### src/sspc_cfg.svh
// Fixed constants of the synchronous serial port core
`ifndef SSPC_CFG_SVH
`define SSPC_CFG_SVH
`define SSPC_WORD_W 16
`define SSPC_MIN_SIZE 4'h3
`define SSPC_PULSE_LEAD 5'h01
`define SSPC_CMD_BITS 5'h08
`define SSPC_CMD_GAP 5'h01
`define SSPC_BIT_ZERO 5'h00
`define SSPC_IRQ_TX 0
`define SSPC_IRQ_RX 1
`define SSPC_IRQ_TO 2
`define SSPC_IRQ_OVR 3
`define SSPC_TO_W 16
`endif

### src/sspc_pkg.sv
// Types shared by the synchronous serial port core
package sspc_pkg;
   typedef enum logic [1:0] {SSPC_FMT_PULSE, SSPC_FMT_SPI, SSPC_FMT_CMD} sspc_fmt_e;
   typedef enum logic [1:0] {ST_IDLE, ST_START, ST_SHIFT, ST_STOP} sspc_state_e;
endpackage

### src/sspc_core.sv
// Synchronous serial port core: divider, FIFOs, frame engine, status
`timescale 1ns/100ps
`include "sspc_cfg.svh"
module sspc_core #(
   parameter int DEPTH = 8,
   parameter int RX_TIMEOUT_CYCLES = 4096
) (
   // Clock and reset
   input wire logic CLOCK_I,
   input wire logic RST_I,
   // Configuration
   input wire logic ENABLE_I,
   input wire logic SLAVE_I,
   input wire sspc_pkg::sspc_fmt_e FORMAT_I,
   input wire logic [3:0] SIZE_I,
   input wire logic POLARITY_I,
   input wire logic PHASE_I,
   input wire logic [7:0] PRESCALE_I,
   input wire logic [7:0] RATE_I,
   input wire logic [3:0] IRQ_MASK_I,
   input wire logic OVERRUN_CLEAR_I,
   // Data path
   input wire logic [15:0] TX_DATA_I,
   input wire logic TX_WRITE_I,
   output logic TX_READY_O,
   input wire logic RX_READ_I,
   output logic [15:0] RX_DATA_O,
   output logic RX_VALID_O,
   // Status
   output logic [3:0] RAW_IRQ_O,
   output logic [3:0] MASKED_IRQ_O,
   output logic IRQ_O,
   output logic BUSY_O,
   // Serial pins
   input wire logic SCLK_I,
   output logic SCLK_O,
   output logic SCLK_OE_O,
   input wire logic FSEL_I,
   output logic FSEL_O,
   output logic FSEL_OE_O,
   input wire logic SDI_I,
   output logic SDO_O,
   output logic SDO_OE_O
);
   import sspc_pkg::*;

   localparam int AW = $clog2(DEPTH);
   localparam int CW = AW + 1;
   localparam logic [CW-1:0] FULL = CW'(DEPTH);
   localparam logic [CW-1:0] HALF = CW'(DEPTH / 2);

   // Pointer wrap relies on a power of two depth
   generate
      if (DEPTH < 2 || (DEPTH & (DEPTH - 1)) != 0 || RX_TIMEOUT_CYCLES < 2 ||
          RX_TIMEOUT_CYCLES > 65535)
      begin : g_bad
         $error("sspc_core: unsupported DEPTH or RX_TIMEOUT_CYCLES");
      end
   endgenerate

   sspc_state_e state;
   logic [4:0] bi;
   logic half;
   logic sclk, fsel, sdo;
   logic [15:0] txw, rxsh;
   logic push_d;
   logic [15:0] tx_mem [DEPTH];
   logic [15:0] rx_mem [DEPTH];
   logic [AW-1:0] tx_wr, tx_rd, rx_wr, rx_rd;
   logic [CW-1:0] tx_cnt, rx_cnt;
   logic [6:0] pre_cnt;
   logic [7:0] rate_cnt;
   logic [2:0] sclk_s, fsel_s;
   logic [1:0] sdi_s;
   logic [`SSPC_TO_W-1:0] to_cnt;
   logic rx_timeout, ovr;

   // Effective settings per format
   logic pulse, cmd, eff_pol, eff_phase, tick;
   logic [3:0] sz;
   logic [4:0] last, rx_first;
   logic [15:0] tx_head;
   assign pulse = (FORMAT_I == SSPC_FMT_PULSE);
   assign cmd = (FORMAT_I == SSPC_FMT_CMD);
   assign sz = (SIZE_I < `SSPC_MIN_SIZE) ? `SSPC_MIN_SIZE : SIZE_I;
   assign eff_pol = (FORMAT_I == SSPC_FMT_SPI) ? POLARITY_I : 1'b0;
   assign eff_phase = pulse ? 1'b1 : (cmd ? 1'b0 : PHASE_I);
   assign last = pulse ? {1'b0, sz} + `SSPC_PULSE_LEAD :
                 cmd ? {1'b0, sz} + `SSPC_CMD_BITS + `SSPC_CMD_GAP : {1'b0, sz};
   assign rx_first = pulse ? `SSPC_PULSE_LEAD :
                     cmd ? `SSPC_CMD_BITS + `SSPC_CMD_GAP : `SSPC_BIT_ZERO;
   // head slot is stale data when empty
   assign tx_head = tx_mem[tx_rd];

   // Outgoing bit for a frame position, MSB first
   function automatic logic tx_bit(input sspc_fmt_e f, input logic [3:0] s,
                                   input logic [15:0] w, input logic [4:0] b);
      logic [4:0] idx;
      idx = 5'h00;
      tx_bit = 1'b0;
      case (f)
         SSPC_FMT_SPI:
         begin
            idx = {1'b0, s} - b;
            tx_bit = (b <= {1'b0, s}) & w[idx[3:0]];
         end
         SSPC_FMT_PULSE:
         begin
            idx = {1'b0, s} + `SSPC_PULSE_LEAD - b;
            tx_bit = (b != `SSPC_BIT_ZERO) & (b <= {1'b0, s} + `SSPC_PULSE_LEAD) &
                     w[idx[3:0]];
         end
         SSPC_FMT_CMD:
         begin
            idx = `SSPC_CMD_BITS - 5'h01 - b;
            tx_bit = (b < `SSPC_CMD_BITS) & w[idx[3:0]];
         end
         default: tx_bit = 1'b0;
      endcase
   endfunction

   // Pin synchronisers; stage 0 feeds only stage 1
   always_ff @(posedge CLOCK_I)
   begin
      if (RST_I)
      begin
         sclk_s <= 3'h0;
         fsel_s <= 3'h7;
         sdi_s <= 2'h0;
      end
      else
      begin
         sclk_s <= {sclk_s[1:0], SCLK_I};
         fsel_s <= {fsel_s[1:0], FSEL_I};
         sdi_s <= {sdi_s[0], SDI_I};
      end
   end

   // Half-period divider, stopped while idle
   logic [6:0] pre_last;
   assign pre_last = (PRESCALE_I[7:1] == 7'h00) ? 7'h00 : PRESCALE_I[7:1] - 7'h01;
   // period is prescale times rate plus one
   assign tick = (pre_cnt == pre_last) && (rate_cnt == RATE_I);
   always_ff @(posedge CLOCK_I)
   begin
      if (RST_I || state == ST_IDLE || SLAVE_I)
      begin
         pre_cnt <= 7'h00;
         rate_cnt <= 8'h00;
      end
      else if (pre_cnt == pre_last)
      begin
         pre_cnt <= 7'h00;
         rate_cnt <= (rate_cnt == RATE_I) ? 8'h00 : rate_cnt + 8'h01;
      end
      else
         pre_cnt <= pre_cnt + 7'h01;
   end

   // Frame events from the divider or from the external clock
   logic s_edge, lead_ev, trail_ev, cap_ev, m_start, s_start, s_pstart, start_any;
   logic active, frame_done;
   assign s_edge = sclk_s[1] ^ sclk_s[2];
   assign lead_ev = (state == ST_SHIFT) &&
                    (SLAVE_I ? s_edge && (sclk_s[1] != eff_pol) : tick && !half);
   assign trail_ev = (state == ST_SHIFT) &&
                     (SLAVE_I ? s_edge && (sclk_s[1] == eff_pol) : tick && half);
   assign cap_ev = eff_phase ? trail_ev : lead_ev;
   assign m_start = ENABLE_I && !SLAVE_I && (state == ST_IDLE) && (tx_cnt != '0);
   // slave starts when idle and the synchronised frame select falls
   assign s_start = ENABLE_I && SLAVE_I && (state == ST_IDLE) && !pulse &&
                    fsel_s[2] && !fsel_s[1];
   assign s_pstart = ENABLE_I && SLAVE_I && (state == ST_IDLE) && pulse &&
                     fsel_s[1] && sclk_s[1] && !sclk_s[2];
   assign start_any = m_start || s_start || s_pstart;
   assign active = ENABLE_I && !(SLAVE_I && !pulse && fsel_s[1]);
   assign frame_done = active && trail_ev && (bi == last);

   // Frame engine
   always_ff @(posedge CLOCK_I)
   begin
      if (RST_I)
      begin
         state <= ST_IDLE;
         bi <= 5'h00;
         half <= 1'b0;
         sclk <= 1'b0;
         fsel <= 1'b1;
         sdo <= 1'b0;
         txw <= 16'h0000;
      end
      else
      begin
         case (state)
            ST_IDLE:
            begin
               sclk <= eff_pol;
               fsel <= !pulse;
               half <= s_pstart;
               bi <= 5'h00;
               if (start_any)
               begin
                  // head word loaded, stale or zero if empty
                  txw <= tx_head;
                  sdo <= tx_bit(FORMAT_I, sz, tx_head, `SSPC_BIT_ZERO);
                  // frame select drops ahead of first edge
                  fsel <= 1'b0;
                  state <= m_start ? ST_START : ST_SHIFT;
               end
            end
            ST_START:
               if (!ENABLE_I)
                  state <= ST_IDLE;
               else if (tick)
                  state <= ST_SHIFT;
            ST_SHIFT:
               if (!active)
                  state <= ST_IDLE;
               else if (lead_ev)
               begin
                  half <= 1'b1;
                  sclk <= !eff_pol;
                  // pulse high for bit zero only
                  if (pulse)
                     fsel <= (bi == `SSPC_BIT_ZERO);
                  // change on leading edge when phase set
                  if (eff_phase)
                     sdo <= tx_bit(FORMAT_I, sz, txw, bi);
               end
               else if (trail_ev)
               begin
                  half <= 1'b0;
                  sclk <= eff_pol;
                  if (!eff_phase && bi != last)
                     sdo <= tx_bit(FORMAT_I, sz, txw, bi + 5'h01);
                  if (bi == last)
                     state <= (!SLAVE_I && !pulse) ? ST_STOP : ST_IDLE;
                  else
                     bi <= bi + 5'h01;
               end
            ST_STOP:
               // select held one period past the last bit
               if (tick)
               begin
                  half <= !half;
                  if (half)
                     state <= ST_IDLE;
               end
            default: state <= ST_IDLE;
         endcase
      end
   end

   // Receive shifter; bits before the reply window are ignored
   always_ff @(posedge CLOCK_I)
   begin
      if (RST_I || start_any)
         rxsh <= 16'h0000;
      // control message phase does not capture
      else if (active && cap_ev && bi >= rx_first)
         rxsh <= {rxsh[14:0], sdi_s[1]};
   end

   // Registered word pushed the cycle after the frame ends
   always_ff @(posedge CLOCK_I)
   begin
      if (RST_I)
         push_d <= 1'b0;
      else
         push_d <= frame_done;
   end

   // Transmit FIFO; slots cleared at reset so unwritten slots send zero
   logic tx_push, tx_pop;
   assign tx_push = TX_WRITE_I && (tx_cnt != FULL);
   assign tx_pop = start_any && (tx_cnt != '0);
   // push on write, pop on frame start
   always_ff @(posedge CLOCK_I)
   begin
      if (RST_I)
      begin
         tx_wr <= '0;
         tx_rd <= '0;
         tx_cnt <= '0;
         for (int i = 0; i < DEPTH; i++)
            tx_mem[i] <= 16'h0000;
      end
      else
      begin
         if (tx_push)
         begin
            tx_mem[tx_wr] <= TX_DATA_I;
            tx_wr <= tx_wr + AW'(1);
         end
         // empty start leaves pointer on the stale slot
         if (tx_pop)
            tx_rd <= tx_rd + AW'(1);
         tx_cnt <= tx_cnt + CW'(tx_push) - CW'(tx_pop);
      end
   end

   // Receive FIFO; a push into a full store is dropped
   logic rx_push, rx_pop;
   assign rx_push = push_d && (rx_cnt != FULL);
   assign rx_pop = RX_READ_I && (rx_cnt != '0);
   // push on frame end, pop on read
   always_ff @(posedge CLOCK_I)
   begin
      if (RST_I)
      begin
         rx_wr <= '0;
         rx_rd <= '0;
         rx_cnt <= '0;
         for (int i = 0; i < DEPTH; i++)
            rx_mem[i] <= 16'h0000;
      end
      else
      begin
         if (rx_push)
         begin
            rx_mem[rx_wr] <= rxsh;
            rx_wr <= rx_wr + AW'(1);
         end
         if (rx_pop)
            rx_rd <= rx_rd + AW'(1);
         rx_cnt <= rx_cnt + CW'(rx_push) - CW'(rx_pop);
      end
   end

   // Timeout counts idle cycles with unread data
   always_ff @(posedge CLOCK_I)
   begin
      if (RST_I || state != ST_IDLE || rx_cnt == '0 || rx_pop)
      begin
         to_cnt <= '0;
         rx_timeout <= 1'b0;
      end
      // flag after the full idle period
      else if (to_cnt == `SSPC_TO_W'(RX_TIMEOUT_CYCLES - 1))
         rx_timeout <= 1'b1;
      else
         to_cnt <= to_cnt + `SSPC_TO_W'(1);
   end

   // Overrun is sticky; a new overrun beats a clear
   always_ff @(posedge CLOCK_I)
   begin
      if (RST_I)
         ovr <= 1'b0;
      // full store drops the word and flags
      else if (push_d && rx_cnt == FULL)
         ovr <= 1'b1;
      else if (OVERRUN_CLEAR_I)
         ovr <= 1'b0;
   end

   // Status and interrupt outputs
   // four conditions
   assign RAW_IRQ_O[`SSPC_IRQ_TX] = (tx_cnt <= HALF);
   assign RAW_IRQ_O[`SSPC_IRQ_RX] = (rx_cnt >= HALF);
   assign RAW_IRQ_O[`SSPC_IRQ_TO] = rx_timeout;
   assign RAW_IRQ_O[`SSPC_IRQ_OVR] = ovr;
   assign MASKED_IRQ_O = RAW_IRQ_O & IRQ_MASK_I;
   assign IRQ_O = |MASKED_IRQ_O;
   assign BUSY_O = (state != ST_IDLE);
   assign TX_READY_O = (tx_cnt != FULL);
   assign RX_VALID_O = (rx_cnt != '0);
   assign RX_DATA_O = rx_mem[rx_rd];

   // Pin drivers; slave never drives clock or select
   assign SCLK_O = sclk;
   assign SCLK_OE_O = ENABLE_I && !SLAVE_I;
   assign FSEL_O = fsel;
   assign FSEL_OE_O = ENABLE_I && !SLAVE_I;
   assign SDO_O = sdo;
   assign SDO_OE_O = ENABLE_I && (BUSY_O || (!SLAVE_I && !pulse));
endmodule

### config.mk
export PLATFORM = sky130hd
export DESIGN_NAME = sspc_core
export DESIGN_NICKNAME = d
export VERILOG_FILES = /design/src/sspc_pkg.sv /design/src/sspc_core.sv
export VERILOG_INCLUDE_DIRS = /design/src
export SDC_FILE = /design/constraint.sdc
export NUM_CORES = 1
export LEC_CHECK = 0
export ABC_AREA = 1
export BUFFER_PORTS_ARGS = -buffer_cell sky130_fd_sc_hd__clkbuf_2
export CAP_MARGIN = 20
export CORE_AREA = 2 2 233 235
export DETAILED_ROUTE_END_ITERATION = 16
export DIE_AREA = 0 0 235 237
export SLEW_MARGIN = 20
export SYNTH_ARGS = -nofsm -noshare
export SYNTH_HDL_FRONTEND = slang
export SYNTH_SLANG_ARGS = --single-unit
### constraint.sdc
create_clock -name CLOCK_I -period 5.3 [get_ports CLOCK_I]
set_clock_uncertainty 0.05 [all_clocks]
set_input_delay 1.59 -clock CLOCK_I [delete_from_list [all_inputs] [get_ports CLOCK_I]]
set_output_delay 1.59 -clock CLOCK_I [all_outputs]
set_load 0.02 [all_outputs]
==> impl_metrics.csv <==
group,metric,value,unit
clocking,cts_tree,"yes",
worst_setup_path,required,3.66,ns
worst_setup_path,cp_top_family,"buffers and inverters",
worst_setup_path,worstSetupPathType,"reg2out",
global_routing,grt_pass1_wl,74.9,mm
synth,synth_area_leaders,"edfxtp_1, dfxtp_1, nor2_1",
pwr,swShare,35.0,%
timing,relSlewSlack,29.3,%
clocking,cts.clk_slew.worst_paths,0.06,ns
hold_path,hold_class,"reg2reg",
synth,yosys.area.top_type,"edfxtp_1",
worst_setup_path,startpoint_type,"flip-flop",
synth,async_flop_share,0,%
status,outcome,"complete, no violations",
pwr,switching_power,3030,uW
synth,ys_seq_area_share,53.7,%
floorplanning,rows,85,
timing,finalCritPeriodShare,86.6,%
clocking,cts_max_level,2,
pwr,pwr-share-seq,39.3,%
placement,io_buffers,86,
detailed_routing,drc,0,
worst_setup_path,cp_cell_sequence,"clkinv_1, buf_4, o21ai_0, o22ai_1, nor2_1, a31oi_1, clkbuf_2",
finish,utilization,39.2,%
clocking,clock-root-buffer,"clkbuf_16",
timing,rsz0062_at_grt,"no",
synth,synth_seq_cells,367,
detailed_routing,ant_nets,0,
pwr,power_frac_clock,30.9,%
pwr,pwr-share-comb,29.8,%
timing,min_period,4.59,ns
floorplanning,core-area,53300,um2
worst_setup_path,crit_path_max_incr_delay,0.76,ns
placement,hpwl,31.2,mm
floorplanning,die_h,237,um
global_routing,met3_usage,3.25,%
synth,synthDistinctLibCells,42,
synth,synthFlopType,"edfxtp_1",
detailed_routing,num_vias,14800,
worst_setup_path,crit_fanout,35,
worst_setup_path,endpoint_kind,"output pin",
synth,synth_area,18400,um2
synth,avgSynthCellArea,8.47,um2
clocking,numCtsBuffers,40,
worst_setup_path,critical-path-slowest-cell,"clkinv_1",
finish,nets,2358,
finish,fin_area,20900,um2
floorplanning,die_x,235,um
hold_path,hp-start,"fsel_s[0]$_SDFF_PP1_",
floorplanning,initial_core_util,34.6,%
finish,area_growth,13.2,%
worst_setup_path,rr_worst_depth,19,
hold_path,min_to,"fsel_s[1]$_SDFF_PP1_",
global_routing,busiest_layer,"met2",
global_routing,track_usage,16.6,%
detailed_routing,drt_iter0_drc,1030,
timing,setup_violations,0,
clocking,clock_latency,0.56,ns
floorplanning,ios,88,
detailed_routing,dr.pass1.iters,5,
detailed_routing,vias_per_cell,4.99,
global_routing,grt_pass1_vias,14300,
placement,placed_area,19600,um2
detailed_routing,drt_wl_total,46.6,mm
global_routing,use_met1,20.5,%
finish,drive_gt1_share,8.97,%
pwr,p_per_area,415,nW/um2
synth,ys.warnings.count,0,
placement,place.gp.congestion,0.889,
global_routing,grt_overflow_total,0,
synth,synth_commonest_cells,"nor2_1, nand2_1, edfxtp_1",
clocking,cts_setup_buffers,0,
hold_path,min_path_cells,1,
synth,synthesis.nets,2289,
timing,final.setup.tns,0,ns
synth,synth_edf_count,256,
timing,hold_viol_final,0,
worst_setup_path,timing.rr.end,"SDO_O$_SDFFE_PP0P_",
clocking,cts_hold_buf,0,
pwr,p_leak,0.00829,uW
worst_setup_path,cp_num_cells,7,
synth,yosysTopAreaCellShare,41.7,%
pwr,p_total,8660,uW
detailed_routing,avgRoutedWirePerCell,15.7,um
global_routing,grt_use_met2,29.7,%
worst_setup_path,cp.arrival,2.95,ns
worst_setup_path,r2r-start,"bi[1]$_SDFFE_PP0P_",
clocking,cts.sinks,367,
timing,final_max_slew_viol_count,0,
global_routing,grt_max_degree,65,
pwr,vdd_drop_max,273,uV
job,max_cap_viol_count,0,
clocking,cts_buffer_depth,3,
clocking,cts_resized,0,
floorplanning,die_area,55700,um2
timing,fmax,0.218,GHz
worst_setup_path,cp_num_buf_inv,3,
synth,yosysMostFrequentCell,"nor2_1",
pwr,intPower,5630,uW
global_routing,antenna_found_initial,4,
synth,syn_inst,2176,
timing,hold_slack,0.357,ns
worst_setup_path,rrSetupSlack,1.88,ns
timing,worstMarginPinSlew,1.05,ns
-- flip-flops by register name, indices dropped and copies added, names as in the netlist, 2 cells and up, named ones only --
| name | flops |
|---|---|
| rx_wr | 3 |
| to_cnt | 16 |
| sdi_s | 2 |
| fsel_s | 3 |
| txw | 16 |
| pre_cnt | 7 |
| tx_wr | 3 |
| rxsh | 16 |
| tx_cnt | 4 |
| tx_rd | 3 |
| state | 2 |
| rx_cnt | 4 |
| rx_mem | 128 |
| bi | 5 |
| tx_mem | 128 |
| sclk_s | 3 |
| rx_rd | 3 |
| rate_cnt | 8 |
-- cell type report --
| cell class | count | area, um2 |
|---|---|---|
| flip-flops and latches | 367 | 9910 |
| multi-input cells | 1522 | 7420 |
| clock buffers | 54 | 1080 |
| repair buffers | 120 | 686 |
| fillers | 5345 | 32400 |
| inverters | 194 | 728 |
| diodes | 2 | 5.00 |
| clock inverters | 17 | 158 |
| well taps | 696 | 871 |
-- power by group through the flow --
stage	clock [uW]	sequential [uW]	combinational [uW]
finish	2680	3400	2580
global route	2850	3430	2910
CTS	2730	3400	2580
detailed placement	0	3460	2570
floorplan	0	3430	1840
global placement	0	3450	2520
-- worst max path at each step --
stage               startpoint                 end
floorplan            SIZE_I[2]  SDO_O$_SDFFE_PP0P_
global placement     SIZE_I[2]  SDO_O$_SDFFE_PP0P_
detailed placement   SIZE_I[2]  SDO_O$_SDFFE_PP0P_
CTS                  flip-flop       RX_DATA_O[10]
global route         flip-flop       RX_DATA_O[12]
finish               flip-flop        RX_DATA_O[5]
-- layer usage --
metal,vias to the layer above,routed length [um]
li1,7405,-
met1,7033,20200
met2,332,23200
met3,63,2360
met4,4,865
met5,-,27
-- layout by cell type (no fill, tap or decap), drive strengths merged, types with 9 or more instances in the layout --
cell type,n
nor3,16
nand2,296
or2,9
ha,53
nand3,112
o22ai,19
clkinv,19
xor2,19
nor2,586
inv,188
a31oi,25
dfxtp,111
clkbuf,140
a21oi,78
a211oi,12
o211ai,20
buf,34
o21ai,205
nand4,27
xnor2,11
edfxtp,256
-- logic make-up after synthesis --
kind of cell / after synthesis / synth area share (%)
compound gates: 369 / 11.0
flops: 367 / 53.7
buf+inv: 287 / 6.00
simple gates: 1064 / 23.6
xor+xnor: 30 / 1.42
fa+ha+maj: 59 / 4.25
-- per-stage QoR --
stage,cells,setup slack (ns)
6_report,2972,0.711
5_1_grt,2970,0.478
4_1_cts,2970,0.693
3_5_place_dp,2899,0.556
3_3_place_gp,2899,0.580
2_1_floorplan,2176,1.00
-- worst register-to-register path, delay by kind of cell, from the launching register on --
family,cells,cell delay (ns)
adder cells (fa/ha/maj),2,1.20
AO/OA/AOI/OAI,1,0.15
buffers and inverters,4,0.76
flip-flops,1,0.30
AND/OR/NAND/NOR,12,0.87
No activity file was read; power rests on OpenSTA's default activity.
